### src/aid_pkg.sv
`default_nettype none
package aid_pkg;
  // Memory target of the pin assertion register
  localparam logic [31:0] APIC_WINDOW_BASE = 32'hfec0_0000;
  localparam logic [31:0] PIN_ASSERT_OFS = 32'h0000_0020;
  localparam logic [31:0] PIN_ASSERT_ADDR = APIC_WINDOW_BASE + PIN_ASSERT_OFS;
  // Interrupt number field of the written payload
  localparam int IRQ_NUM_W = 5;
  localparam int IRQ_COUNT = 24;
  localparam logic [IRQ_NUM_W-1:0] IRQ_IGN_A = 5'h00;
  localparam logic [IRQ_NUM_W-1:0] IRQ_IGN_B = 5'h02;
  localparam logic [IRQ_NUM_W-1:0] IRQ_IGN_C = 5'h08;
  localparam logic [IRQ_NUM_W-1:0] IRQ_IGN_D = 5'h0d;
  // Outbound message address layout
  localparam logic [11:0] MSG_ADDR_TOP = 12'hfee;
  localparam logic [7:0] MSG_ADDR_RSVD = 8'h00;
  localparam logic [1:0] MSG_ADDR_LOW = 2'h0;
  // Outbound message data layout
  localparam logic [15:0] MSG_DATA_TOP = 16'h0000;
  localparam logic [1:0] MSG_DATA_RSVD = 2'h0;
  // Delivery modes
  localparam logic [2:0] DM_FIXED = 3'h0;
  localparam logic [2:0] DM_LOWEST = 3'h1;
  localparam logic [2:0] DM_SMI = 3'h2;
  localparam logic [2:0] DM_RSVD_A = 3'h3;
  localparam logic [2:0] DM_NMI = 3'h4;
  localparam logic [2:0] DM_INIT = 3'h5;
  localparam logic [2:0] DM_RSVD_B = 3'h6;
  localparam logic [2:0] DM_EXTINT = 3'h7;
  // Remote read tail on the serial bus
  localparam logic [4:0] RR_DATA_LAST = 5'd15;
  localparam logic [4:0] RR_STATUS_CYC = 5'd16;
  localparam logic [4:0] RR_SUM_CYC = 5'd17;
  localparam logic [4:0] RR_IDLE_CYC = 5'd18;
  localparam logic [1:0] RR_STAT_VALID = 2'h0;
  localparam logic [1:0] RR_STAT_INVALID = 2'h3;
  localparam logic [1:0] BUS_IDLE = 2'h3;
  // Delivery sequencer states
  typedef enum logic [1:0] {ST_IDLE, ST_REQ, ST_WRITE} aid_state_t;
endpackage
`default_nettype wire

### src/aid_msg_irq_ctrl.sv
// Function
// - Remote read reply ends with data checksum in cycle 38, idle ones in 39.
// - Remote read is never retried, whatever its data status.
// - Write-based PCI messages accepted only while the interrupt unit is enabled.
// - Pin assertion register decoded as memory target at fixed APIC window address.
// - Claim pin assertion writes with medium decode, only when capability flag set.
// - Numbers 1 to 23 other than 2, 8 and 13 set the request bit of an edge-triggered entry; level-triggered entries and others do nothing.
// - Messages naming interrupt 0, 2, 8 or 13 are ignored.
// - Pending request forwarded as a message, then cleared by hardware.
// - Capability flag reads zero while extended mode enable is clear.
// - Parallel delivery only when unit enable and delivery select both set.
// - Edge or level change events set or clear the request bit.
// - Request the upstream path, flushing posted buffers, before the write.
// - Edge inputs send assert on each rising edge, never deassert.
// - Level inputs assert on rising edge and again if active after EOI.
// - Each message is a single 32-bit memory write upstream.
// - Address bits 31:20 are FEEh, bits 11:4 and 1:0 zero.
// - Address bits 19:12 carry the entry's destination ID.
// - Address bit 3 set only for lowest priority; bit 2 destination mode.
// - Data 31:16, 13:12 zero; 15 trigger, 11 dest mode, 7:0 vector.
// - Data bit 14 is one for edge, input state for level.
// - Data 10:8 carry delivery mode; SMI, NMI, INIT never generated.
`default_nettype none
module aid_msg_irq_ctrl #(
  parameter int NUM_IRQ = aid_pkg::IRQ_COUNT,
  parameter bit PIN_ASSERT_SUPPORT = 1'b1
) (
  // Clock and reset
  input wire logic clk_sys,
  input wire logic rst,
  // Configuration
  input wire logic interruptUnitEnable,
  input wire logic extendedModeEnable,
  input wire logic parallelDeliverySelect,
  output logic pinAssertCapableFlag,
  // Interrupt pins
  input wire logic [NUM_IRQ-1:0] irqPin,
  // Redirection entries
  input wire logic [NUM_IRQ*8-1:0] rteDestId,
  input wire logic [NUM_IRQ*8-1:0] rteVector,
  input wire logic [NUM_IRQ*3-1:0] rteDelivMode,
  input wire logic [NUM_IRQ-1:0] rteDestLogical,
  input wire logic [NUM_IRQ-1:0] rteLevelTrig,
  // End of interrupt
  input wire logic eoiValid,
  input wire logic [7:0] eoiVector,
  // PCI memory write target
  input wire logic tgtWrite,
  input wire logic [31:0] tgtAddr,
  input wire logic [31:0] tgtData,
  output logic tgtClaim,
  // Upstream message write
  output logic upReq,
  input wire logic upGrant,
  output logic msgWrite,
  output logic [31:0] msgAddr,
  output logic [31:0] msgData,
  // Pending view
  output logic [NUM_IRQ-1:0] requestPendingBit,
  // Remote read responder
  input wire logic rrStart,
  input wire logic [31:0] rrData,
  input wire logic rrDataValid,
  output logic rrDrive,
  output logic [1:0] rrBits
);
  import aid_pkg::*;

  initial begin
    if (NUM_IRQ < 1 || NUM_IRQ > 32) $error("aid_msg_irq_ctrl: NUM_IRQ must be 1..32");
  end

  logic [NUM_IRQ-1:0] lvl, prev_reg, rise, fall;
  logic [NUM_IRQ-1:0] irr_reg, irr_next, remote_reg, remote_next, pciSet, eoiHit, eligible;
  logic parallelMode, pciHit, claim_next, cap_next;
  logic [IRQ_NUM_W-1:0] pciNum;
  aid_state_t state_reg, state_next;
  logic [4:0] sel_reg, sel_next, pick;
  logic upReq_next, msgWrite_next, doneDeliver;
  logic [31:0] msgAddr_next, msgData_next;
  logic [2:0] selMode;
  logic selBlocked;

  aid_pin_sync #(.WIDTH(NUM_IRQ)) u_sync (
    .clk_sys(clk_sys),
    .rst(rst),
    .pinIn(irqPin),
    .level(lvl)
  );

  assign rise = lvl & ~prev_reg;
  assign fall = ~lvl & prev_reg;
  assign parallelMode = interruptUnitEnable & parallelDeliverySelect;

  // only the low bits of the payload
  assign pciNum = tgtData[IRQ_NUM_W-1:0];
  // decode of the pin assertion location
  assign pciHit = tgtWrite && tgtAddr == PIN_ASSERT_ADDR && pinAssertCapableFlag && interruptUnitEnable;

  always_comb begin
    pciSet = '0;
    if (pciHit && 32'(pciNum) < NUM_IRQ && pciNum != IRQ_IGN_A && pciNum != IRQ_IGN_B &&
        pciNum != IRQ_IGN_C && pciNum != IRQ_IGN_D) begin
      pciSet[pciNum] = 1'b1;
    end
  end

  always_comb begin
    claim_next = pciHit;
    cap_next = PIN_ASSERT_SUPPORT & extendedModeEnable;
  end

  always_comb begin
    for (int i = 0; i < NUM_IRQ; i++) begin
      eoiHit[i] = eoiValid && rteLevelTrig[i] && remote_reg[i] && rteVector[i*8 +: 8] == eoiVector;
    end
  end

  assign doneDeliver = (state_reg == ST_WRITE) || (state_reg == ST_REQ && selBlocked);

  always_comb begin
    irr_next = irr_reg;
    remote_next = remote_reg;
    for (int i = 0; i < NUM_IRQ; i++) begin
      // hardware clear after delivery, new events win
      if (doneDeliver && 32'(sel_reg) == i) begin
        irr_next[i] = 1'b0;
        remote_next[i] = rteLevelTrig[i] && !selBlocked;
      end
      if (eoiHit[i]) begin
        remote_next[i] = 1'b0;
      end
      if (rteLevelTrig[i]) begin
        if (fall[i]) begin
          irr_next[i] = 1'b0;
        end
        // rising edge, or still active after EOI
        if (rise[i] || (eoiHit[i] && lvl[i])) begin
          irr_next[i] = 1'b1;
        end
      end else begin
        if (rise[i] || pciSet[i]) begin
          irr_next[i] = 1'b1;
        end
      end
    end
  end

  assign eligible = irr_reg & ~remote_reg;

  always_comb begin
    pick = '0;
    for (int i = NUM_IRQ - 1; i >= 0; i--) begin
      if (eligible[i]) begin
        pick = 5'(i);
      end
    end
  end

  assign selMode = rteDelivMode[sel_reg*3 +: 3];
  // unsupported and reserved modes are dropped
  assign selBlocked = selMode == DM_SMI || selMode == DM_NMI || selMode == DM_INIT ||
                      selMode == DM_RSVD_A || selMode == DM_RSVD_B;

  always_comb begin
    state_next = state_reg;
    sel_next = sel_reg;
    upReq_next = 1'b0;
    msgWrite_next = 1'b0;
    msgAddr_next = msgAddr;
    msgData_next = msgData;
    unique case (state_reg)
      ST_IDLE: begin
        if (parallelMode && |eligible) begin
          sel_next = pick;
          state_next = ST_REQ;
        end
      end
      ST_REQ: begin
        if (selBlocked) begin
          state_next = ST_IDLE;
        end else if (upGrant && upReq) begin
          msgWrite_next = 1'b1;
          msgAddr_next = {MSG_ADDR_TOP, rteDestId[sel_reg*8 +: 8], MSG_ADDR_RSVD,
                          selMode == DM_LOWEST, rteDestLogical[sel_reg], MSG_ADDR_LOW};
          msgData_next = {MSG_DATA_TOP, rteLevelTrig[sel_reg], !rteLevelTrig[sel_reg] || lvl[sel_reg],
                          MSG_DATA_RSVD, rteDestLogical[sel_reg], selMode, rteVector[sel_reg*8 +: 8]};
          state_next = ST_WRITE;
        end else begin
          upReq_next = 1'b1;
        end
      end
      ST_WRITE: begin
        state_next = ST_IDLE;
      end
    endcase
  end

  always_ff @(posedge clk_sys) begin
    if (rst) begin
      prev_reg <= '0;
      irr_reg <= '0;
      remote_reg <= '0;
      tgtClaim <= 1'b0;
      pinAssertCapableFlag <= 1'b0;
      state_reg <= ST_IDLE;
      sel_reg <= '0;
      upReq <= 1'b0;
      msgWrite <= 1'b0;
      msgAddr <= '0;
      msgData <= '0;
    end else begin
      prev_reg <= lvl;
      irr_reg <= irr_next;
      remote_reg <= remote_next;
      tgtClaim <= claim_next;
      pinAssertCapableFlag <= cap_next;
      state_reg <= state_next;
      sel_reg <= sel_next;
      upReq <= upReq_next;
      msgWrite <= msgWrite_next;
      msgAddr <= msgAddr_next;
      msgData <= msgData_next;
    end
  end

  assign requestPendingBit = irr_reg;

  // Remote read reply, cycles 21 to 39
  logic [4:0] rrCnt_reg, rrCnt_next;
  logic [31:0] rrSh_reg, rrSh_next;
  logic [1:0] rrStat_reg, rrStat_next, rrSum_reg, rrSum_next, rrBits_next;
  logic rrDrive_next;

  function automatic logic [1:0] pair_sum(input logic [31:0] d);
    logic [1:0] s;
    s = '0;
    for (int k = 0; k < 16; k++) begin
      s = s + d[2*k +: 2];
    end
    return s;
  endfunction

  always_comb begin
    rrCnt_next = rrCnt_reg;
    rrSh_next = rrSh_reg;
    rrStat_next = rrStat_reg;
    rrSum_next = rrSum_reg;
    rrDrive_next = rrDrive;
    rrBits_next = BUS_IDLE;
    if (!rrDrive) begin
      if (rrStart) begin
        rrDrive_next = 1'b1;
        rrCnt_next = '0;
        rrBits_next = rrData[31:30];
        rrSh_next = {rrData[29:0], 2'h0};
        rrStat_next = rrDataValid ? RR_STAT_VALID : RR_STAT_INVALID;
        rrSum_next = pair_sum(rrData);
      end
    end else begin
      rrCnt_next = rrCnt_reg + 5'd1;
      if (rrCnt_reg < RR_DATA_LAST) begin
        rrBits_next = rrSh_reg[31:30];
        rrSh_next = {rrSh_reg[29:0], 2'h0};
      end else if (rrCnt_next == RR_STATUS_CYC) begin
        rrBits_next = rrStat_reg;
      end else if (rrCnt_next == RR_SUM_CYC) begin
        rrBits_next = rrSum_reg;
      end else if (rrCnt_next == RR_IDLE_CYC) begin
        rrBits_next = BUS_IDLE;
      end else begin
        rrDrive_next = 1'b0;
      end
    end
  end

  always_ff @(posedge clk_sys) begin
    if (rst) begin
      rrCnt_reg <= '0;
      rrSh_reg <= '0;
      rrStat_reg <= '0;
      rrSum_reg <= '0;
      rrDrive <= 1'b0;
      rrBits <= BUS_IDLE;
    end else begin
      rrCnt_reg <= rrCnt_next;
      rrSh_reg <= rrSh_next;
      rrStat_reg <= rrStat_next;
      rrSum_reg <= rrSum_next;
      rrDrive <= rrDrive_next;
      rrBits <= rrBits_next;
    end
  end
endmodule
`default_nettype wire

### src/aid_pin_sync.sv
`default_nettype none
module aid_pin_sync #(
  parameter int WIDTH = 1
) (
  // Clock and reset
  input wire logic clk_sys,
  input wire logic rst,
  // Pins and filtered levels
  input wire logic [WIDTH-1:0] pinIn,
  output logic [WIDTH-1:0] level
);
  logic [WIDTH-1:0] s1_reg, s2_reg, s3_reg, lvl_reg, lvl_next;

  initial begin
    if (WIDTH < 1) $error("aid_pin_sync: WIDTH must be positive");
  end

  // Level moves only when the second and third stages agree
  always_comb begin
    lvl_next = (s2_reg & s3_reg) | (lvl_reg & (s2_reg ^ s3_reg));
  end

  always_ff @(posedge clk_sys) begin
    if (rst) begin
      s1_reg <= '0;
      s2_reg <= '0;
      s3_reg <= '0;
      lvl_reg <= '0;
    end else begin
      s1_reg <= pinIn;
      s2_reg <= s1_reg;
      s3_reg <= s2_reg;
      lvl_reg <= lvl_next;
    end
  end

  assign level = lvl_reg;
endmodule
`default_nettype wire

### config.mk
export PLATFORM = sky130hd
export DESIGN_NAME = aid_msg_irq_ctrl
export DESIGN_NICKNAME = d
export VERILOG_FILES = /design/src/aid_pkg.sv /design/src/aid_msg_irq_ctrl.sv /design/src/aid_pin_sync.sv
export SDC_FILE = /design/constraint.sdc
export NUM_CORES = 1
export LEC_CHECK = 0
export ABC_AREA = 1
export BUFFER_PORTS_ARGS = -buffer_cell sky130_fd_sc_hd__buf_2
export CAP_MARGIN = 30
export CORE_AREA = 2 2 284 286
export CTS_CLUSTER_DIAMETER = 100
export DETAILED_ROUTE_END_ITERATION = 8
export DIE_AREA = 0 0 286 288
export PLACE_DENSITY_LB_ADDON = 0.08
export SYNTH_ARGS = -nofsm -noshare
export SYNTH_HDL_FRONTEND = slang
export SYNTH_HIERARCHICAL = 1
export SYNTH_SLANG_ARGS = --single-unit
### constraint.sdc
create_clock -name clk_sys -period 3 [get_ports clk_sys]
set_input_delay 0 -clock clk_sys [delete_from_list [all_inputs] [get_ports clk_sys]]
set_output_delay 0 -clock clk_sys [all_outputs]
set_load 0.01 [all_outputs]
== Yosys cells after proc, flatten, opt, wreduce, memory -nomap -nowiden ==
Index checks and enable logic that the tools add are counted.

* Word-level logic and storage cells: 571
* Bits in registers: 248

* Equal/unequal tests: 65
* Shifts and indexed selects: 3
* Bitwise operators: 14
* Reductions and logical operators: 247
* $mul: 1
* $lt $le $gt $ge: 5
* Add/subtract/negate cells: 16
* Multiplexer cells: 176

{| class="wikitable"
|+ Operators by type and width
! cell !! number
|-
| $shiftx A192 B9 Y8 || 2
|-
| $eq A8 B8 Y1 || 24
|-
| $logic_and A1 B1 Y1 || 156
|-
| $mux W1 || 132
|-
| $mux W5 || 26
|-
| $and A24 B24 Y24 || 5
|-
| $mux W32 || 3
|-
| $not A24 Y24 || 3
|-
| $shiftx A72 B8 Y3 || 1
|-
| $eq A5 B5 Y1 const B || 11
|-
| $logic_or A1 B1 Y1 || 54
|-
| $reduce_or A2 Y1 || 24
|-
| $eq A5 B4 Y1 const B || 8
|-
| $eq A32 B32 Y1 const B || 1
|-
| $add A2 B2 Y2 || 15
|-
| $mux W24 || 1
|-
| $or A24 B24 Y24 || 1
|-
| $reduce_or A24 Y1 || 1
|-
| $xor A24 B24 Y24 || 1
|-
| $eq A5 B3 Y1 const B || 4
|-
| $mux W2 || 9
|-
| $bmux W1 S5 || 3
|-
| $lt A5 B6 Y1 const B || 2
|-
| $eq A5 B2 Y1 const B || 2
|-
| other kinds (28) || 38
|}

== Longest topological paths before layout ==
Gate-level depths: netlist of the first run.

* Depth after elaboration: 26
* Depth in mapped cells: 26
* Depth with buffers taken out: 26

== Hierarchy ==
Netlist of the first run, hierarchy kept.

{| class="wikitable"
|+ Modules (own cells, without submodules)
! module !! times used !! area each (um^2) !! cells an instance
|-
| aid_msg_irq_ctrl || 1 || 13838.3 || 2133
|-
| aid_pin_sync || 1 || 3234.4 || 347
|}

== Least setup slack after synthesis of the first run ==
OpenSTA, ideal clock, no wires.

* Path kind: input to register
* Start: input port rrData[22]
* End: register rrSum_reg[1]
* Data required time: 2.884 ns
* Setup slack: 0.230 ns
* Stages: 14
* Path buffers: 0
* Arrival time: 2.653 ns
* Path through: fa_1 inv_1 fa_1 inv_1 fa_1 xnor2_1 xor2_1 ha_1 xnor2_1 xor2_1 xor2_1 nand2_1 o211ai_1 inv_1

* Longest elaborated chain between the ends: 5

{| class="wikitable"
|+ RTL lines
! what !! line !! text
|-
| from (decl) || aid_msg_irq_ctrl.sv:62 || <nowiki>input wire logic [31:0] rrData,</nowiki>
|-
| $add A2 B2 Y2 (5 in series) || aid_msg_irq_ctrl.sv:239 || <nowiki>s = s + d[2*k +: 2];</nowiki>
|-
| to (signal assigned) || aid_msg_irq_ctrl.sv:289 || <nowiki>rrSum_reg <= rrSum_next;</nowiki>
|-
| to (decl) || aid_msg_irq_ctrl.sv:232 || <nowiki>logic [1:0] rrStat_reg, rrStat_next, rrSum_reg, rrSum_next, rrBits_next;</nowiki>
|}

No other way between the ends.
A chain may end at the register's enable or synchronous reset.

== Worst setup path after layout of the first run ==
* Start: register sel_reg[0]
* End: register msgData[15]

* Longest elaborated chain between the ends: 9
* Elaborated cells on any way between the ends: 15

{| class="wikitable"
|+ RTL lines
! what !! line !! text
|-
| from (decl) || aid_msg_irq_ctrl.sv:78 || <nowiki>logic [4:0] sel_reg, sel_next, pick;</nowiki>
|-
| from (signal assigned) || aid_msg_irq_ctrl.sv:219 || <nowiki>sel_reg <= sel_next;</nowiki>
|-
| $mul A5 B2 Y7 || aid_msg_irq_ctrl.sv:160 || <nowiki>assign selMode = rteDelivMode[sel_reg*3 +: 3];</nowiki>
|-
| $shiftx A72 B8 Y3 || aid_msg_irq_ctrl.sv:160 ||
|-
| $eq A3 B2 Y1 or $eq A3 B3 Y1 (tied branches) || aid_msg_irq_ctrl.sv:162 || <nowiki>assign selBlocked = selMode == DM_SMI || selMode == DM_NMI || selMode == DM_INIT ||</nowiki>
|-
| $logic_or A1 B1 Y1 (3 in series) || aid_msg_irq_ctrl.sv:162 ||
|-
| $logic_or A1 B1 Y1 || aid_msg_irq_ctrl.sv:163 || <nowiki>selMode == DM_RSVD_A || selMode == DM_RSVD_B;</nowiki>
|-
| $not A1 Y1 (no source line) || - ||
|-
| $reduce_and A3 Y1 (no source line) || - ||
|-
| to (signal assigned) || aid_msg_irq_ctrl.sv:223 || <nowiki>msgData <= msgData_next;</nowiki>
|-
| to (decl) || aid_msg_irq_ctrl.sv:57 || <nowiki>output logic [31:0] msgData,</nowiki>
|}

Parallel ways exist; a longest one is shown, timed or not. The select of a mux whose other input is x is not followed.

==> impl_metrics.py, run 1 <==
metrics = {
    "clock_network": {
        "clock-root-buffer": "clkbuf_16",
        "clock_latency_ps": 570,
        "cts_tree": "built",
        "htreeDepth": 1,
        "cts_setup_buffers": 0,
        "cts_buffers": 30,
        "clk_pin_slew_ps": 60,
        "clockBufferDepth": 3,
        "cts_sinks": 244,
    },
    "min_path": {
        "min_path_type": "primary input to register",
    },
    "power_and_ir_drop": {
        "p_int_uw": 7580,
        "p_seq_share_pct": 30.1,
        "power.total_uw": 11500,
        "leakagePower_uw": 0.0111,
        "swShare_pct": 34.2,
        "p_clk_share_pct": 37.0,
        "ir_worst_vdd_v": 0.000364,
        "comb_power_share_pct": 32.9,
        "switchingPower_uw": 3930,
        "power.density_nw_per_um2": 468,
    },
    "status": {
        "status": "finished with violations",
        "violations": "negative hold slack",
    },
    "sta": {
        "finalSetupViolCount": 0,
        "slew_violations": 0,
        "hold_slack_ps": -23.9,
        "hold_viol_final": 1,
        "slew_headroom_pct": 40.1,
        "timing.final.crit_share_pct": 92.3,
        "rsz0062_at_grt": "false",
        "fin_worst_skew_ps": 7.57,
        "fmax_ghz": 0.361,
        "finalCriticalPeriod_ps": 2770,
        "tightest_slew_ps": 899,
    },
    "global_route": {
        "antenna_found_initial": 15,
        "grt_overflow_total": 0,
        "grt_util_all_layers_pct": 26.4,
        "grt_max_degree": 71,
        "grt_pass1_vias": 21500,
        "grt_pass1_wl_um": 157000,
    },
    "logic_synthesis": {
        "postSynthAreaPerCell_um2": 6.88,
        "ys_warn_count": 6,
        "async_reset_ff_share_pct": 0,
        "synthAdderAreaFrac_pct": 3.47,
        "synthMuxAreaShare_pct": 0,
        "synth_top_family_by_area": "compound AO/OA/AOI/OAI gates",
        "synth_xor_area_share_pct": 6.62,
        "ys.flop_type": "dfxtp_1",
        "synth_cell_type_count": 61,
        "mappedNetlistArea_um2": 17100,
        "syn_inst": 2480,
        "synthSimpleGateAreaFrac_pct": 21.9,
        "synth_edf_count": 0,
        "synth-seq-area-share_pct": 28.6,
        "synth-compound-area-share_pct": 26.9,
        "ys_seq_elements": 244,
    },
    "placement": {
        "dpl.hpwl_um": 91300,
        "place_congestion": 0.991,
        "port_buffers": 679,
        "dpl.cell_count": 4162,
    },
    "routing": {
        "vias": 21600,
        "wl_per_cell_um": 26.0,
        "routed_via_density": 4.95,
        "ant_nets": 0,
        "first_pass_iters": 6,
        "drc": 0,
        "wirelength_um": 113000,
        "drt_iter0_markers": 1625,
    },
    "final_layout": {
        "num-fill-cells": 8878,
        "areaGrowthSynthToFinish_pct": 44.0,
        "regArea_um2": 4890,
        "nets": 3952,
        "instances_no_fill": 4358,
        "multi_input_area_um2": 10200,
        "drive_above_1_share_pct": 26.8,
        "largest_reg_flops": 30,
    },
    "floorplanning": {
        "core_area_um2": 79600,
        "dieArea_um2": 82400,
        "initial_core_util_pct": 21.4,
        "rows": 104,
        "io_pins": 737,
        "die_h_um": 288,
        "die_w_um": 286,
    },
    "critical_path": {
        "crit_fanout": 47,
        "cp-start-kind": "register",
        "critPathRequiredTime_ps": 3410,
        "arrival_ps": 3180,
        "criticalPathCategory": "register to register",
        "critPathCaptureType": "register",
    },
    "flow_run": {
        "cap_viol_max_count": 0,
    },
}
metrics by stage:
step / setup TNS, ps / instance area, um^2 / setup slack (ps) / util, %
2_1_floorplan: 0 / 17200 / 230 / -
3_3_place_gp: -276 / 21900 / -108 / 27.5
3_5_place_dp: -89.9 / 21900 / -40.0 / 27.5
4_1_cts: 0 / 24500 / 25.8 / 30.8
5_1_grt: 0 / 24600 / 17.2 / 30.9
6_report: 0 / 24600 / 230 / 30.9
cells by family after synthesis:
group | after synthesis
xor+xnor | 129
buf+inv | 503
simple gates | 854
other cells | 1
compound gates | 707
flops | 244
fa+ha+maj | 42
layer usage:
| metal | GRT usage, % | share of wire (%) | up-vias |
|---|---|---|---|
| met4 | 7.47 | 3.0 | 6 |
| met5 | 0 | 0.041 | - |
| li1 | - | - | 10000 |
| met3 | 4.03 | 6.3 | 161 |
| met2 | 46.4 | 49 | 951 |
| met1 | 33.2 | 42 | 10400 |
power groups by stage:
stage	Sequential, uW	Clock, uW	Combinational, uW
6_report	3470	4260	3780
5_1_grt	3480	4520	4050
4_1_cts	3470	4410	3730
3_5_place_dp	3540	0	3540
3_3_place_gp	3540	0	3570
2_1_floorplan	3510	0	1760
repair_timing:
item	4_1_cts	5_1_grt
gates resized for setup	2	20
hold endpoints to repair	142	8
pin swaps	0	12
hold buffers	138	8
setup endpoints to repair	2	56
cell usage after synthesis, types with 15 or more instances:
cell / instances / area (um^2)
a22oi_1: 201 / 1510
xor2_1: 59 / 517
o21ai_0: 118 / 591
nor3_1: 32 / 160
clkbuf_1: 99 / 372
a221oi_1: 15 / 131
o221ai_1: 19 / 166
nand3_1: 65 / 325
buf_2: 24 / 120
a31oi_1: 48 / 300
nor2_1: 173 / 649
ha_1: 33 / 413
buf_4: 42 / 315
dfxtp_1: 244 / 4880
buf_1: 18 / 67.6
o31ai_1: 19 / 143
nand2_1: 467 / 1750
nand4_1: 45 / 282
nor4_1: 24 / 150
inv_1: 301 / 1130
o22ai_1: 54 / 338
a21oi_1: 154 / 771
xnor2_1: 70 / 613
a211oi_1: 24 / 180
final timing paths:
path	startpoint	to	depth (start not counted)	slack, ps
setup / recovery	sel_reg[0]	msgData[15]	10	230
hold / removal	rrData[0]	rrSh_reg[2]	4	-20
setup reg to reg	sel_reg[0]	msgData[15]	10	230
hold reg to reg	u_sync/s1_reg[18]	u_sync/s2_reg[18]	2	400
critical path, stage by stage, from the launching register on:
cell,delay (ps)
dfxtp_1,430
nor2_4,100
buf_12,200
clkinv_1,130
buf_4,230
o22ai_1,100
o21ai_0,360
o221ai_1,460
o221ai_1,370
buf_4,160
a21oi_1,50
cell type report:
cell class / instances / area share (%)
multi-input cells: 1762 / 41.5
repair buffers: 917 / 23.6
flip-flops and latches: 244 / 19.9
well taps: 1060 / 5.40
inverters: 313 / 4.80
clock buffers: 45 / 3.82
clock inverters: 11 / 0.947
diodes: 6 / 0.0611
placed cells by master (no fill, tap or decap), types with 11 or more instances in the layout:
master	n
a21oi_1	154
a221oi_1	15
o211ai_1	12
clkbuf_8	11
nor3_1	32
o221ai_1	19
nor2_1	171
inv_1	298
ha_1	32
or2_2	12
buf_2	666
nor2_4	14
o21ai_0	118
dlygate4sd3_1	134
conb_1	30
dlymetal6s4s_1	12
o22ai_1	54
a31oi_1	48
nor4_1	24
xor2_1	59
a22oi_1	201
buf_4	90
nand2_1	467
buf_12	14
o31ai_1	19
nand4_1	45
xnor2_1	68
nand3_1	65
a211oi_1	24
clkbuf_16	31
dfxtp_1	243
No activity file was read; power rests on OpenSTA's default activity.
==> run 2, diff against run 1 <==
--- a/config.mk
+++ b/config.mk
@@ -13,6 +13,7 @@
 export DETAILED_ROUTE_END_ITERATION = 8
 export DIE_AREA = 0 0 286 288
 export PLACE_DENSITY_LB_ADDON = 0.08
+export REMOVE_ABC_BUFFERS = 1
 export SYNTH_ARGS = -nofsm -noshare
 export SYNTH_HDL_FRONTEND = slang
 export SYNTH_HIERARCHICAL = 1
==> constraint.sdc (replaced) <==
create_clock -name clk_sys -period 2.4 [get_ports clk_sys]
set_input_delay 0 -clock clk_sys [delete_from_list [all_inputs] [get_ports clk_sys]]
set_output_delay 0 -clock clk_sys [all_outputs]
set_load 0.01 [all_outputs]
==> impl_metrics.py, run 2 (same netlist as run 1, synthesis figures left out) <==
metrics = {
    "status": {
        "status": "finished with violations",
        "violations": "negative setup slack",
    },
    "power_and_ir_drop": {
        "ir_worst_vdd_v": 0.000344,
        "p_clk_share_pct": 35.9,
        "switchingPower_uw": 5300,
        "leakagePower_uw": 0.0119,
        "power.density_nw_per_um2": 563,
        "swShare_pct": 35.7,
        "p_seq_share_pct": 29.2,
        "comb_power_share_pct": 34.9,
        "p_int_uw": 9520,
    },
    "final_layout": {
        "mostFrequentLayoutCell": "buf_2",
        "areaGrowthSynthToFinish_pct": 54.2,
        "nets": 4113,
        "final_cell_mix": "buf_2 (677), nand2_1 (454), inv_1 (299)",
        "instances_no_fill": 4520,
        "drive_above_1_share_pct": 31.1,
        "layout.cell_area.non_filler_um2": 26300,
        "largest_reg_flops": 30,
    },
    "routing": {
        "first_pass_iters": 5,
        "wl_per_cell_um": 23.9,
        "drt_iter0_markers": 1393,
        "wirelength_um": 108000,
        "ant_nets": 0,
        "routed_via_density": 4.83,
        "vias": 21800,
        "drc": 0,
    },
    "floorplanning": {
        "initial_core_util_pct": 21.4,
        "die_h_um": 288,
        "dieArea_um2": 82400,
        "die_w_um": 286,
        "io_pins": 737,
        "core_area_um2": 79600,
        "rows": 104,
    },
    "critical_path": {
        "criticalPathCategory": "register to register",
        "critPathCaptureType": "register",
        "critPathRequiredTime_ps": 2860,
        "crit_fanout": 6,
        "r2r-start": "sel_reg[1]",
        "worstSetupStartpoint": "sel_reg[1]",
        "cp-start-kind": "register",
        "arrival_ps": 3110,
    },
    "sta": {
        "hold_viol_final": 0,
        "timing.final.crit_share_pct": 111,
        "tightest_slew_ps": 614,
        "tns_ps": -9190,
        "finalSetupViolCount": 71,
        "setup_slack_ps": -252,
        "finalCriticalPeriod_ps": 2650,
        "fin_worst_skew_ps": 34.0,
        "slew_headroom_pct": 58.7,
        "slew_violations": 0,
        "rsz0062_at_grt": "true",
        "fmax_ghz": 0.377,
    },
    "min_path": {
        "min_path_type": "primary input to register",
        "min-delay-start": "rteVector[129]",
    },
    "placement": {
        "dpl.hpwl_um": 86100,
        "dp_slack_ps": -658,
        "dpl_cell_area_um2": 22800,
        "place_congestion": 0.932,
        "dpl.cell_count": 4265,
        "port_buffers": 679,
    },
    "global_route": {
        "grt_overflow_total": 0,
        "grt_pass1_vias": 22000,
        "antenna_found_initial": 11,
        "grt_pass1_wl_um": 150000,
        "grt_max_degree": 70,
        "grt_util_all_layers_pct": 25.0,
    },
    "clock_network": {
        "htreeDepth": 2,
        "clock_latency_ps": 570,
        "clock-root-buffer": "clkbuf_16",
        "clockBufferDepth": 3,
        "cts_sinks": 244,
        "cts_tree": "built",
        "clk_pin_slew_ps": 60,
        "cts_buffers": 36,
    },
    "flow_run": {
        "cap_viol_max_count": 0,
    },
}
-- run 2: power groups by stage --
stage                     Combinational [uW]  Clock, uW  Sequential [uW]
final                                   5180       5320             4330
after global routing                    5540       5640             4340
after CTS                               5040       5500             4320
after detailed placement                4700          0             4410
after global placement                  4710          0             4410
after floorplan                         1970          0             4400
-- run 2: worst paths after layout --
| kind | to | slack, ps | cells after the start |
|---|---|---|---|
| worst max-delay path | msgData[1] | -250 | 21 |
| worst max register to register | msgData[1] | -250 | 21 |
| worst min-delay path | remote_reg[16] | 30 | 5 |
| worst min register to register | u_sync/s2_reg[15] | 400 | 2 |
-- run 2: repair_timing --
action                                  CTS  global route
gates resized for setup                  53            83
hold endpoints to repair                139             0
pin swaps                                 6            23
endpoints found under the setup margin   77            80
hold buffers                            167             0
setup buffers                             8             8
gates cloned                              2             3
-- run 2: final cells by class --
type | count | area (um^2)
clock buffers | 51 | 997
well taps | 1060 | 1330
multi-input cells | 1762 | 10500
diodes | 3 | 7.51
repair buffers | 1070 | 7170
flip-flops and latches | 244 | 4890
clock inverters | 15 | 165
fillers | 8793 | 53300
inverters | 313 | 1200
repair inverters | 2 | 20.0
-- run 2: metrics by stage --
step / util [%] / total power, uW / hold WS, ps
floorplan: - / 6370 / 65.4
global placement: 28.6 / 9120 / 181
detailed placement: 28.6 / 9110 / 186
CTS: 32.6 / 14900 / 0.183
global route: 33.1 / 15500 / 48.2
finish: 33.1 / 14800 / 26.4
-- run 2: worst max-delay path: stages, from the launching register on --
cell	delay [ps]
dfxtp_4	370
buf_6	130
nand2_8	100
buf_12	120
inv_6	40
a22oi_1	120
nand2_1	90
nand2_1	70
nand3_1	60
o21ai_1	80
inv_1	90
or2_4	280
nand2_8	110
buf_6	110
nand2_4	40
nor2_4	100
buf_12	140
buf_12	100
inv_8	40
nor2_8	140
inv_4	70
o31ai_2	160
-- run 2: metal layers --
metal | vias up | track usage [%] | wire (um)
li1 | 10400 | - | -
met1 | 10400 | 28.2 | 41800
met2 | 886 | 46.1 | 55400
met3 | 173 | 3.76 | 6370
met4 | 8 | 11.2 | 4500
met5 | - | 0 | 42
